**config.mk**
```make
export PLATFORM = sky130hd
export DESIGN_NAME = pin_output_select
export DESIGN_NICKNAME = d
export VERILOG_FILES = /design/src/pkg/pin_out_pkg.sv /design/src/design/pin_signal_mux.sv /design/src/design/pin_output_select.sv
export SDC_FILE = /design/constraint.sdc
export NUM_CORES = 1
export LEC_CHECK = 0
export BUFFER_PORTS_ARGS = -buffer_cell sky130_fd_sc_hd__buf_2
export CORE_MARGIN = 2
export CORE_UTILIZATION = 40
export CTS_CLUSTER_SIZE = 14
export DETAILED_ROUTE_END_ITERATION = 6
export HOLD_SLACK_MARGIN = 0.15
export MAX_ROUTING_LAYER = met4
export PLACE_DENSITY = 0.8
export SLEW_MARGIN = 25
export SYNTH_ARGS = -nofsm -noshare
export SYNTH_HDL_FRONTEND = slang
export SYNTH_SLANG_ARGS = --single-unit
```
**constraint.sdc**
```tcl
create_clock -name pclk -period 2.1 [get_ports pclk]
set_input_delay 0.315 -clock pclk [delete_from_list [all_inputs] [get_ports pclk]]
set_output_delay 0.315 -clock pclk [all_outputs]
set_load 0.02 [all_outputs]
```
**src/pkg/pin_out_pkg.sv**
```systemverilog
/*
 * constants for the pin output select block: register offsets,
 * field positions, reset values and source/select codes.
 * assumes an apb slave with 32-bit data, one register per word.
 */
package pin_out_pkg;
    // printed offsets are not all multiples of four: indices, byte = 4*idx
    localparam logic [7:0] pin_a_ctl_index = 8'h11;
    localparam logic [7:0] pin_b_ctl_index = 8'h12;
    localparam logic [11:0] pin_a_ctl_addr = {2'h0, pin_a_ctl_index, 2'h0};
    localparam logic [11:0] pin_b_ctl_addr = {2'h0, pin_b_ctl_index, 2'h0};
    localparam logic [7:0] pin_b_ctl_reset = 8'h00;
    localparam logic [1:0] pin_a_ctl_reset = 2'h0;
    localparam int drive_enable_bit = 0;
    localparam int fixed_value_bit = 1;
    localparam int source_lsb = 2;
    localparam int select_lsb = 5;
    localparam logic [2:0] src_device_status = 3'h4;
    localparam logic [2:0] src_reserved = 3'h5;
    localparam int rx_ports = 4;
    localparam int tx_ports = 2;
endpackage : pin_out_pkg

```
**src/design/pin_signal_mux.sv**
```systemverilog
/*
 * pin_signal_mux: picks one pin's output level from source and select.
 * assumes status inputs are synchronous to pclk.
 */
`timescale 1ns/10ps
module pin_signal_mux
(
    input wire logic [2:0] source_select,
    input wire logic [2:0] signal_select,
    input wire logic fixed_value,
    input wire logic [pin_out_pkg::rx_ports-1:0] rx_enabled,
    input wire logic [pin_out_pkg::rx_ports-1:0] rx_lock,
    input wire logic [pin_out_pkg::rx_ports-1:0] rx_pass,
    input wire logic [pin_out_pkg::rx_ports-1:0] rx_line_valid,
    input wire logic [4*pin_out_pkg::rx_ports-1:0] rx_remote_pins,
    input wire logic [pin_out_pkg::rx_ports-1:0] tx0_port_select,
    input wire logic [pin_out_pkg::rx_ports-1:0] tx1_port_select,
    output logic level
);
    import pin_out_pkg::*;

    logic [rx_ports-1:0] tx_sel;
    logic [1:0] port;
    always_comb
    begin
        level = 1'b0;
        port = source_select[1:0];
        tx_sel = source_select[0] ? tx1_port_select : tx0_port_select;
        if (!source_select[2])
        begin
            case (signal_select)
                3'h0: level = rx_remote_pins[4*port];
                3'h1: level = rx_remote_pins[4*port+2];
                3'h3: level = rx_remote_pins[4*port+3];
                3'h4: level = rx_lock[port];
                3'h5: level = rx_pass[port];
                3'h7: level = rx_line_valid[port];
                default: level = 1'b0;
            endcase
        end
        else if (source_select == src_device_status)
        begin
            case (signal_select)
                3'h0: level = fixed_value;
                3'h1: level = |(rx_lock & rx_enabled);
                3'h2: level = &(rx_lock | ~rx_enabled);
                3'h3: level = &(rx_pass | ~rx_enabled);
                default: level = 1'b0;
            endcase
        end
        else if (source_select != src_reserved)
        begin
            // empty port selection: and reads low rather than vacuously high
            case (signal_select)
                3'h0: level = |tx_sel & &(rx_pass | ~tx_sel);
                3'h1: level = |(rx_pass & tx_sel);
                default: level = 1'b0;
            endcase
        end
    end
endmodule : pin_signal_mux

```
**src/design/pin_output_select.sv**
```systemverilog
/*
 * pin_output_select: apb slave holding the pin a value/enable bits and the
 * full pin b control register, driving both pins through output enables.
 * assumes receive/transmit status inputs synchronous to pclk.
 */
// Implementation choice: register access over APB.
//
// Functional notes
// - bits 4:2 choose pin output source
// - receive source selects forwarded remote pin
// - receive source selects lock, pass, line valid
// - transmit source selects pass and or or
// - status source: value, lock or/and, pass and
// - bit 1 holds fixed level, readable
// - bit 0 enables the pin driver
// - pin b register 0x12 resets 0x00
`timescale 1ns/10ps
module pin_output_select
(
    input wire logic pclk,
    input wire logic presetn,
    input wire logic psel,
    input wire logic penable,
    input wire logic pwrite,
    input wire logic [11:0] paddr,
    input wire logic [31:0] pwdata,
    output logic [31:0] prdata,
    output logic pready,
    output logic pslverr,
    input wire logic [pin_out_pkg::rx_ports-1:0] rx_enabled,
    input wire logic [pin_out_pkg::rx_ports-1:0] rx_lock,
    input wire logic [pin_out_pkg::rx_ports-1:0] rx_pass,
    input wire logic [pin_out_pkg::rx_ports-1:0] rx_line_valid,
    input wire logic [4*pin_out_pkg::rx_ports-1:0] rx_remote_pins,
    input wire logic [pin_out_pkg::rx_ports-1:0] tx0_port_select,
    input wire logic [pin_out_pkg::rx_ports-1:0] tx1_port_select,
    input wire logic pin_a_in,
    input wire logic pin_b_in,
    output logic pin_a_out,
    output logic pin_a_oe_n,
    output logic pin_b_out,
    output logic pin_b_oe_n
);
    import pin_out_pkg::*;

    typedef struct packed {
        logic [7:0] pin_b_output_control;
        logic [1:0] pin_a_output_control;
        logic [31:0] rdata;
        logic b_level;
        logic b_oe_n;
        logic a_level;
        logic a_oe_n;
    } state_t;

    state_t cur;
    state_t next_cur;
    logic b_selected;
    logic wr;
    logic rd;
    logic hit_a;
    logic hit_b;

    pin_signal_mux u_mux (
        .source_select(cur.pin_b_output_control[source_lsb +: 3]),
        .signal_select(cur.pin_b_output_control[select_lsb +: 3]),
        .fixed_value(cur.pin_b_output_control[fixed_value_bit]),
        .rx_enabled(rx_enabled),
        .rx_lock(rx_lock),
        .rx_pass(rx_pass),
        .rx_line_valid(rx_line_valid),
        .rx_remote_pins(rx_remote_pins),
        .tx0_port_select(tx0_port_select),
        .tx1_port_select(tx1_port_select),
        .level(b_selected)
    );

    // zero wait states: every access completes in its first access cycle
    assign pready = 1'b1;
    assign hit_a = (paddr == pin_a_ctl_addr);
    assign hit_b = (paddr == pin_b_ctl_addr);
    assign pslverr = psel & penable & ~(hit_a | hit_b);
    assign wr = psel & penable & pwrite;
    assign rd = psel & ~penable & ~pwrite;

    always_comb
    begin
        next_cur = cur;
        if (wr && hit_b)
            next_cur.pin_b_output_control = pwdata[7:0];
        if (wr && hit_a)
            next_cur.pin_a_output_control = pwdata[1:0];
        // read data captured in setup, so it is stable for the access phase
        if (rd)
        begin
            if (hit_b)
                next_cur.rdata = {24'h0, cur.pin_b_output_control};
            else if (hit_a)
                next_cur.rdata = {30'h0, cur.pin_a_output_control};
            else
                next_cur.rdata = 32'h0;
        end
        // a disabled pin holds its output low as well as undriven
        next_cur.b_oe_n = ~cur.pin_b_output_control[drive_enable_bit];
        next_cur.b_level = cur.pin_b_output_control[drive_enable_bit]
            & b_selected;
        next_cur.a_oe_n = ~cur.pin_a_output_control[drive_enable_bit];
        next_cur.a_level = cur.pin_a_output_control[drive_enable_bit]
            & cur.pin_a_output_control[fixed_value_bit];
    end

    always_ff @(posedge pclk or negedge presetn)
    begin
        if (!presetn)
        begin
            cur <= '0;
            cur.pin_b_output_control <= pin_b_ctl_reset;
            cur.pin_a_output_control <= pin_a_ctl_reset;
            cur.b_oe_n <= 1'b1;
            cur.a_oe_n <= 1'b1;
        end
        else
            cur <= next_cur;
    end

    assign prdata = cur.rdata;
    assign pin_a_out = cur.a_level;
    assign pin_a_oe_n = cur.a_oe_n;
    assign pin_b_out = cur.b_level;
    assign pin_b_oe_n = cur.b_oe_n;

    // pin inputs are only looked at by external readback, unused here
    logic unused_in;
    assign unused_in = pin_a_in ^ pin_b_in;

    AST_B_WRITE: assert property (
        @(posedge pclk) disable iff (!presetn)
        wr && hit_b |=> cur.pin_b_output_control == $past(pwdata[7:0]))
        else $error("pin b register write lost");
    AST_B_OE: assert property (
        @(posedge pclk) disable iff (!presetn)
        wr && hit_b |-> ##2 pin_b_oe_n == !$past(pwdata[0], 2))
        else $error("pin b enable wrong");
    AST_A_OE: assert property (
        @(posedge pclk) disable iff (!presetn)
        wr && hit_a |-> ##2 pin_a_oe_n == !$past(pwdata[0], 2))
        else $error("pin a enable wrong");
    AST_B_QUIET: assert property (
        @(posedge pclk) disable iff (!presetn)
        pin_b_oe_n |-> !pin_b_out)
        else $error("disabled pin b driven");
    AST_A_QUIET: assert property (
        @(posedge pclk) disable iff (!presetn)
        pin_a_oe_n |-> !pin_a_out)
        else $error("disabled pin a driven");
    AST_A_VAL: assert property (
        @(posedge pclk) disable iff (!presetn)
        !pin_a_oe_n && $stable(cur.pin_a_output_control)
        |-> pin_a_out == cur.pin_a_output_control[1])
        else $error("pin a value wrong");
    AST_READ_B: assert property (
        @(posedge pclk) disable iff (!presetn)
        rd && hit_b |=> prdata[7:0] == $past(cur.pin_b_output_control))
        else $error("pin b readback wrong");
    AST_B_SEL: assert property (
        @(posedge pclk) disable iff (!presetn)
        cur.pin_b_output_control[0] |=> pin_b_out == $past(b_selected))
        else $error("pin b level not from source");
    // the reserved source must not leak any status onto the pin
    AST_B_RESERVED: assert property (
        @(posedge pclk) disable iff (!presetn)
        cur.pin_b_output_control[4:2] == src_reserved |-> !b_selected)
        else $error("reserved source drives pin b");
    AST_B_STATUS: assert property (
        @(posedge pclk) disable iff (!presetn)
        cur.pin_b_output_control[4:2] == src_device_status
        && cur.pin_b_output_control[7:5] == 3'h0
        |-> b_selected == cur.pin_b_output_control[1])
        else $error("status value select wrong");
    AST_STATUS_OR: assert property (
        @(posedge pclk) disable iff (!presetn)
        cur.pin_b_output_control[4:2] == src_device_status
        && cur.pin_b_output_control[7:5] == 3'h1
        |-> b_selected == ((rx_lock & rx_enabled) != '0))
        else $error("status lock or wrong");
    AST_STATUS_AND: assert property (
        @(posedge pclk) disable iff (!presetn)
        cur.pin_b_output_control[4:2] == src_device_status
        && cur.pin_b_output_control[7:5] == 3'h2
        |-> b_selected == ((rx_lock & rx_enabled) == rx_enabled))
        else $error("status lock and wrong");
    AST_STATUS_PASS: assert property (
        @(posedge pclk) disable iff (!presetn)
        cur.pin_b_output_control[4:2] == src_device_status
        && cur.pin_b_output_control[7:5] == 3'h3
        |-> b_selected == ((rx_pass & rx_enabled) == rx_enabled))
        else $error("status pass and wrong");
    AST_RX_LOCK: assert property (
        @(posedge pclk) disable iff (!presetn)
        !cur.pin_b_output_control[4]
        && cur.pin_b_output_control[7:5] == 3'h4
        |-> b_selected == rx_lock[cur.pin_b_output_control[3:2]])
        else $error("receive lock select wrong");
    AST_RX_PASS: assert property (
        @(posedge pclk) disable iff (!presetn)
        !cur.pin_b_output_control[4]
        && cur.pin_b_output_control[7:5] == 3'h5
        |-> b_selected == rx_pass[cur.pin_b_output_control[3:2]])
        else $error("receive pass select wrong");
    AST_RX_LV: assert property (
        @(posedge pclk) disable iff (!presetn)
        !cur.pin_b_output_control[4]
        && cur.pin_b_output_control[7:5] == 3'h7
        |-> b_selected == rx_line_valid[cur.pin_b_output_control[3:2]])
        else $error("receive line valid select wrong");
    AST_RX_PIN: assert property (
        @(posedge pclk) disable iff (!presetn)
        !cur.pin_b_output_control[4]
        && cur.pin_b_output_control[7:5] == 3'h0
        |-> b_selected == rx_remote_pins[4*cur.pin_b_output_control[3:2]])
        else $error("remote pin select wrong");
    AST_RX_PIN2: assert property (
        @(posedge pclk) disable iff (!presetn)
        !cur.pin_b_output_control[4]
        && cur.pin_b_output_control[7:5] == 3'h1
        |-> b_selected == rx_remote_pins[4*cur.pin_b_output_control[3:2]+2])
        else $error("remote pin 2 select wrong");
    AST_TX_AND: assert property (
        @(posedge pclk) disable iff (!presetn)
        cur.pin_b_output_control[4:2] == 3'h6
        && cur.pin_b_output_control[7:5] == 3'h0
        |-> b_selected == (tx0_port_select != '0
        && (rx_pass & tx0_port_select) == tx0_port_select))
        else $error("transmit pass and wrong");
    AST_TX_OR: assert property (
        @(posedge pclk) disable iff (!presetn)
        cur.pin_b_output_control[4:2] == 3'h6
        && cur.pin_b_output_control[7:5] == 3'h1
        |-> b_selected == |(rx_pass & tx0_port_select))
        else $error("transmit pass or wrong");
    AST_TX1_OR: assert property (
        @(posedge pclk) disable iff (!presetn)
        cur.pin_b_output_control[4:2] == 3'h7
        && cur.pin_b_output_control[7:5] == 3'h1
        |-> b_selected == |(rx_pass & tx1_port_select))
        else $error("transmit 1 pass or wrong");

    COV_B_WRITE: cover property (@(posedge pclk) wr && hit_b);
    COV_B_DRIVE: cover property (@(posedge pclk) !pin_b_oe_n && pin_b_out);
    COV_A_DRIVE: cover property (@(posedge pclk) !pin_a_oe_n && pin_a_out);
    COV_ERR: cover property (@(posedge pclk) pslverr);
    COV_TX_SRC: cover property (@(posedge pclk)
        cur.pin_b_output_control[4:3] == 2'b11 && !pin_b_oe_n);
endmodule : pin_output_select

```
==> flow_summary.toml <==
[outcome]
outcome = "complete, no violations"

[routing]
drt_iter0_drc = 72
routed_wl_um = 3760
ant_nets = 0
post_drt_wl_per_cell_um = 13.0
viasPerCell = 5.00
dr.pass1.iters = 4
dr_total_vias = 1444
drcViolationCount = 0

[cts]
clkSlewWorstSetupHoldPaths_ps = 80
cts-root-buf = "clkbuf_8"
post_cts_buffers = 0
clock_sinks = 22
postCtsHoldBufs = 1
clk_latency_ps = 260
cts_tree = "built"
clock_path_buffers = 2
post_cts_resized = 0
numCtsBuffers = 3
cts_max_level = 1

[layout]
postLayoutCoreUtil_pct = 50.5
layout-drive-gt1-share_pct = 43.5
fin_nets = 331
diodes = 0
area_delta_synth_final_pct = 19.5
finalInstanceArea_um2 = 2050

[yosys]
synth.avg_cell_area_um2 = 9.87
async_reset_ff_share_pct = 100
netlist.area_leader.share_pct = 29.2
yosys-top-cells-area = "dfrtp_1 29%, buf_4 14%, mux2_4 7.0%"
synth.most_common_cell = "buf_4"
synth_warnings = 0
synth.distinct_cells = 51
synth_enable_flop_cells = 0
ys_seq_elements = 22
ys.flop_type = "dfrtp_1"
yosysSeqAreaShare_pct = 32.2
netlist_instances = 174
netlist_area_um2 = 1720
yosysTopAreaCell = "dfrtp_1"
synth_commonest_cells = "33 x buf_4, 20 x dfrtp_1, 18 x nand2_1"

[place]
placed_cell_area_um2 = 1970
portBuffers = 73
preCtsSetupSlack_ps = -137
gp_congestion = 0.829
dp_hpwl_um = 3120

[worst_hold_path]
hold_class = "primary input to register"
whs_endpoint = "cur[45]$_DFFE_PN0P_"
min_from = "pwdata[7]"
holdPathStages = 2

[timing]
tns_ps = 0
fin_worst_skew_ps = 5.55
fmax_ghz = 0.514
final.setup.worst_slack_ps = 154
min_period_ps = 1950
grt_setup_unrepaired = "false"
finalSetupViolations = 0
fin_crit_sh_pct = 92.7
final_hold_viol_count = 0
finalMaxSlewViolations = 0

[setup_path]
critPathLaunch = "paddr[9]"
arrival_ps = 2100
r2r-start = "cur[40]$_DFFE_PN0P_"
required_ps = 2250
r2r_end = "pin_b_out$_DFF_PN0_"
critical_path.endpoint_type = "register"
start_kind = "primary input"
path_class = "primary input to register"
rrSetupSlack_ps = 240
worstPathMaxFanout = 8
r2r_cells = 6

[floorplan]
initial_core_util_pct = 42.3
row_count = 23
dieArea_um2 = 4830
die_x_um = 69.5
core_um2 = 4060
fp.dieH_um = 69.5
ios = 129

[global_routing]
first_global_vias = 1409
track_usage_pct = 15.7
antenna_found_initial = 0
grt_overflow = 0
grt_first_pass_wirelength_um = 6110
grt_max_degree = 23

[power]
peakVddDrop_mv = 0.415
p_per_area_nw_per_um2 = 490
power.static_leakage_nw = 1.07

[run]
maxCapViolCount = 0
-- cell type report --
cell class / count / area (um2)
clock buffer: 3 / 41.3
clock inverter: 1 / 30.0
fill: 387 / 2010
inverter: 9 / 33.8
multi-input combinational: 124 / 910
sequential: 22 / 553
tap: 50 / 62.6
timing repair buffer: 80 / 420
-- routing by layer --
metal | track usage, % | wire length (um) | vias to the layer above
li1 | - | - | 705
met2 | 26.8 | 1950 | 60
met1 | 19.7 | 1510 | 675
met3 | 2.33 | 265 | 4
met4 | 3.92 | 40 | 0
met5 | - | 0 | -
-- placed cells by master, fill, tap and decap left out, types with 4 or more instances in the layout --
master and count:
a222oi_1 4, buf_2 73, buf_4 6, conb_1 25, dfrtp_1 20, inv_1 9
mux2_4 8, nand2_1 18, nand3_1 6, nor2_1 4, nor2b_1 6
-- per-stage QoR --
step                      total power [W]  hold slack [ps]  cells
after detailed placement         0.000626              298    284
final                             0.00101              275    289
after floorplan                  0.000579             19.4    197
after CTS                         0.00102              268    289
after global placement           0.000621              287    284
after global routing              0.00105              268    289
-- flip-flops by register name, summed over array words and instances (netlist names) --
register / cells
prdata: 8
pin_b_out: 1
pin_a_out: 1
cur: 10
pin_b_oe_n: 1
pin_a_oe_n: 1
-- power breakdown --
part / internal, W / switching, W / leakage [nW]
combinational: 0.0000752 / 0.000111 / 0.734
clock: 0.000255 / 0.000132 / 0.0357
sequential: 0.000430 / 0.00000358 / 0.296
-- cells by family after synthesis --
kind of cell / count (synthesis) / share of synthesized area [%]
other cells: 2 / 0.437
flops: 22 / 32.2
compound gates: 26 / 12.6
buf+inv: 51 / 19.8
mux: 19 / 16.0
simple gates: 53 / 18.4
xor+xnor: 1 / 0.510
-- worst max path at each step --
stage	to	slack (ps)	cells past startpoint
after floorplan	cur[38]$_DFFE_PN0P_	-60	7
after global placement	cur[40]$_DFFE_PN0P_	-90	6
after detailed placement	cur[41]$_DFFE_PN0P_	-140	6
after CTS	cur[38]$_DFFE_PN0P_	150	6
after global routing	cur[38]$_DFFE_PN0P_	60	6
final	cur[41]$_DFFE_PN0P_	150	6
-- worst max-delay path, stage by stage --
cell,delay (ps)
buf_2,90
or4_4,530
nor4_4,250
and3b_1,240
and4_4,350
mux2_4,320
(Power assumes the default switching activity.)
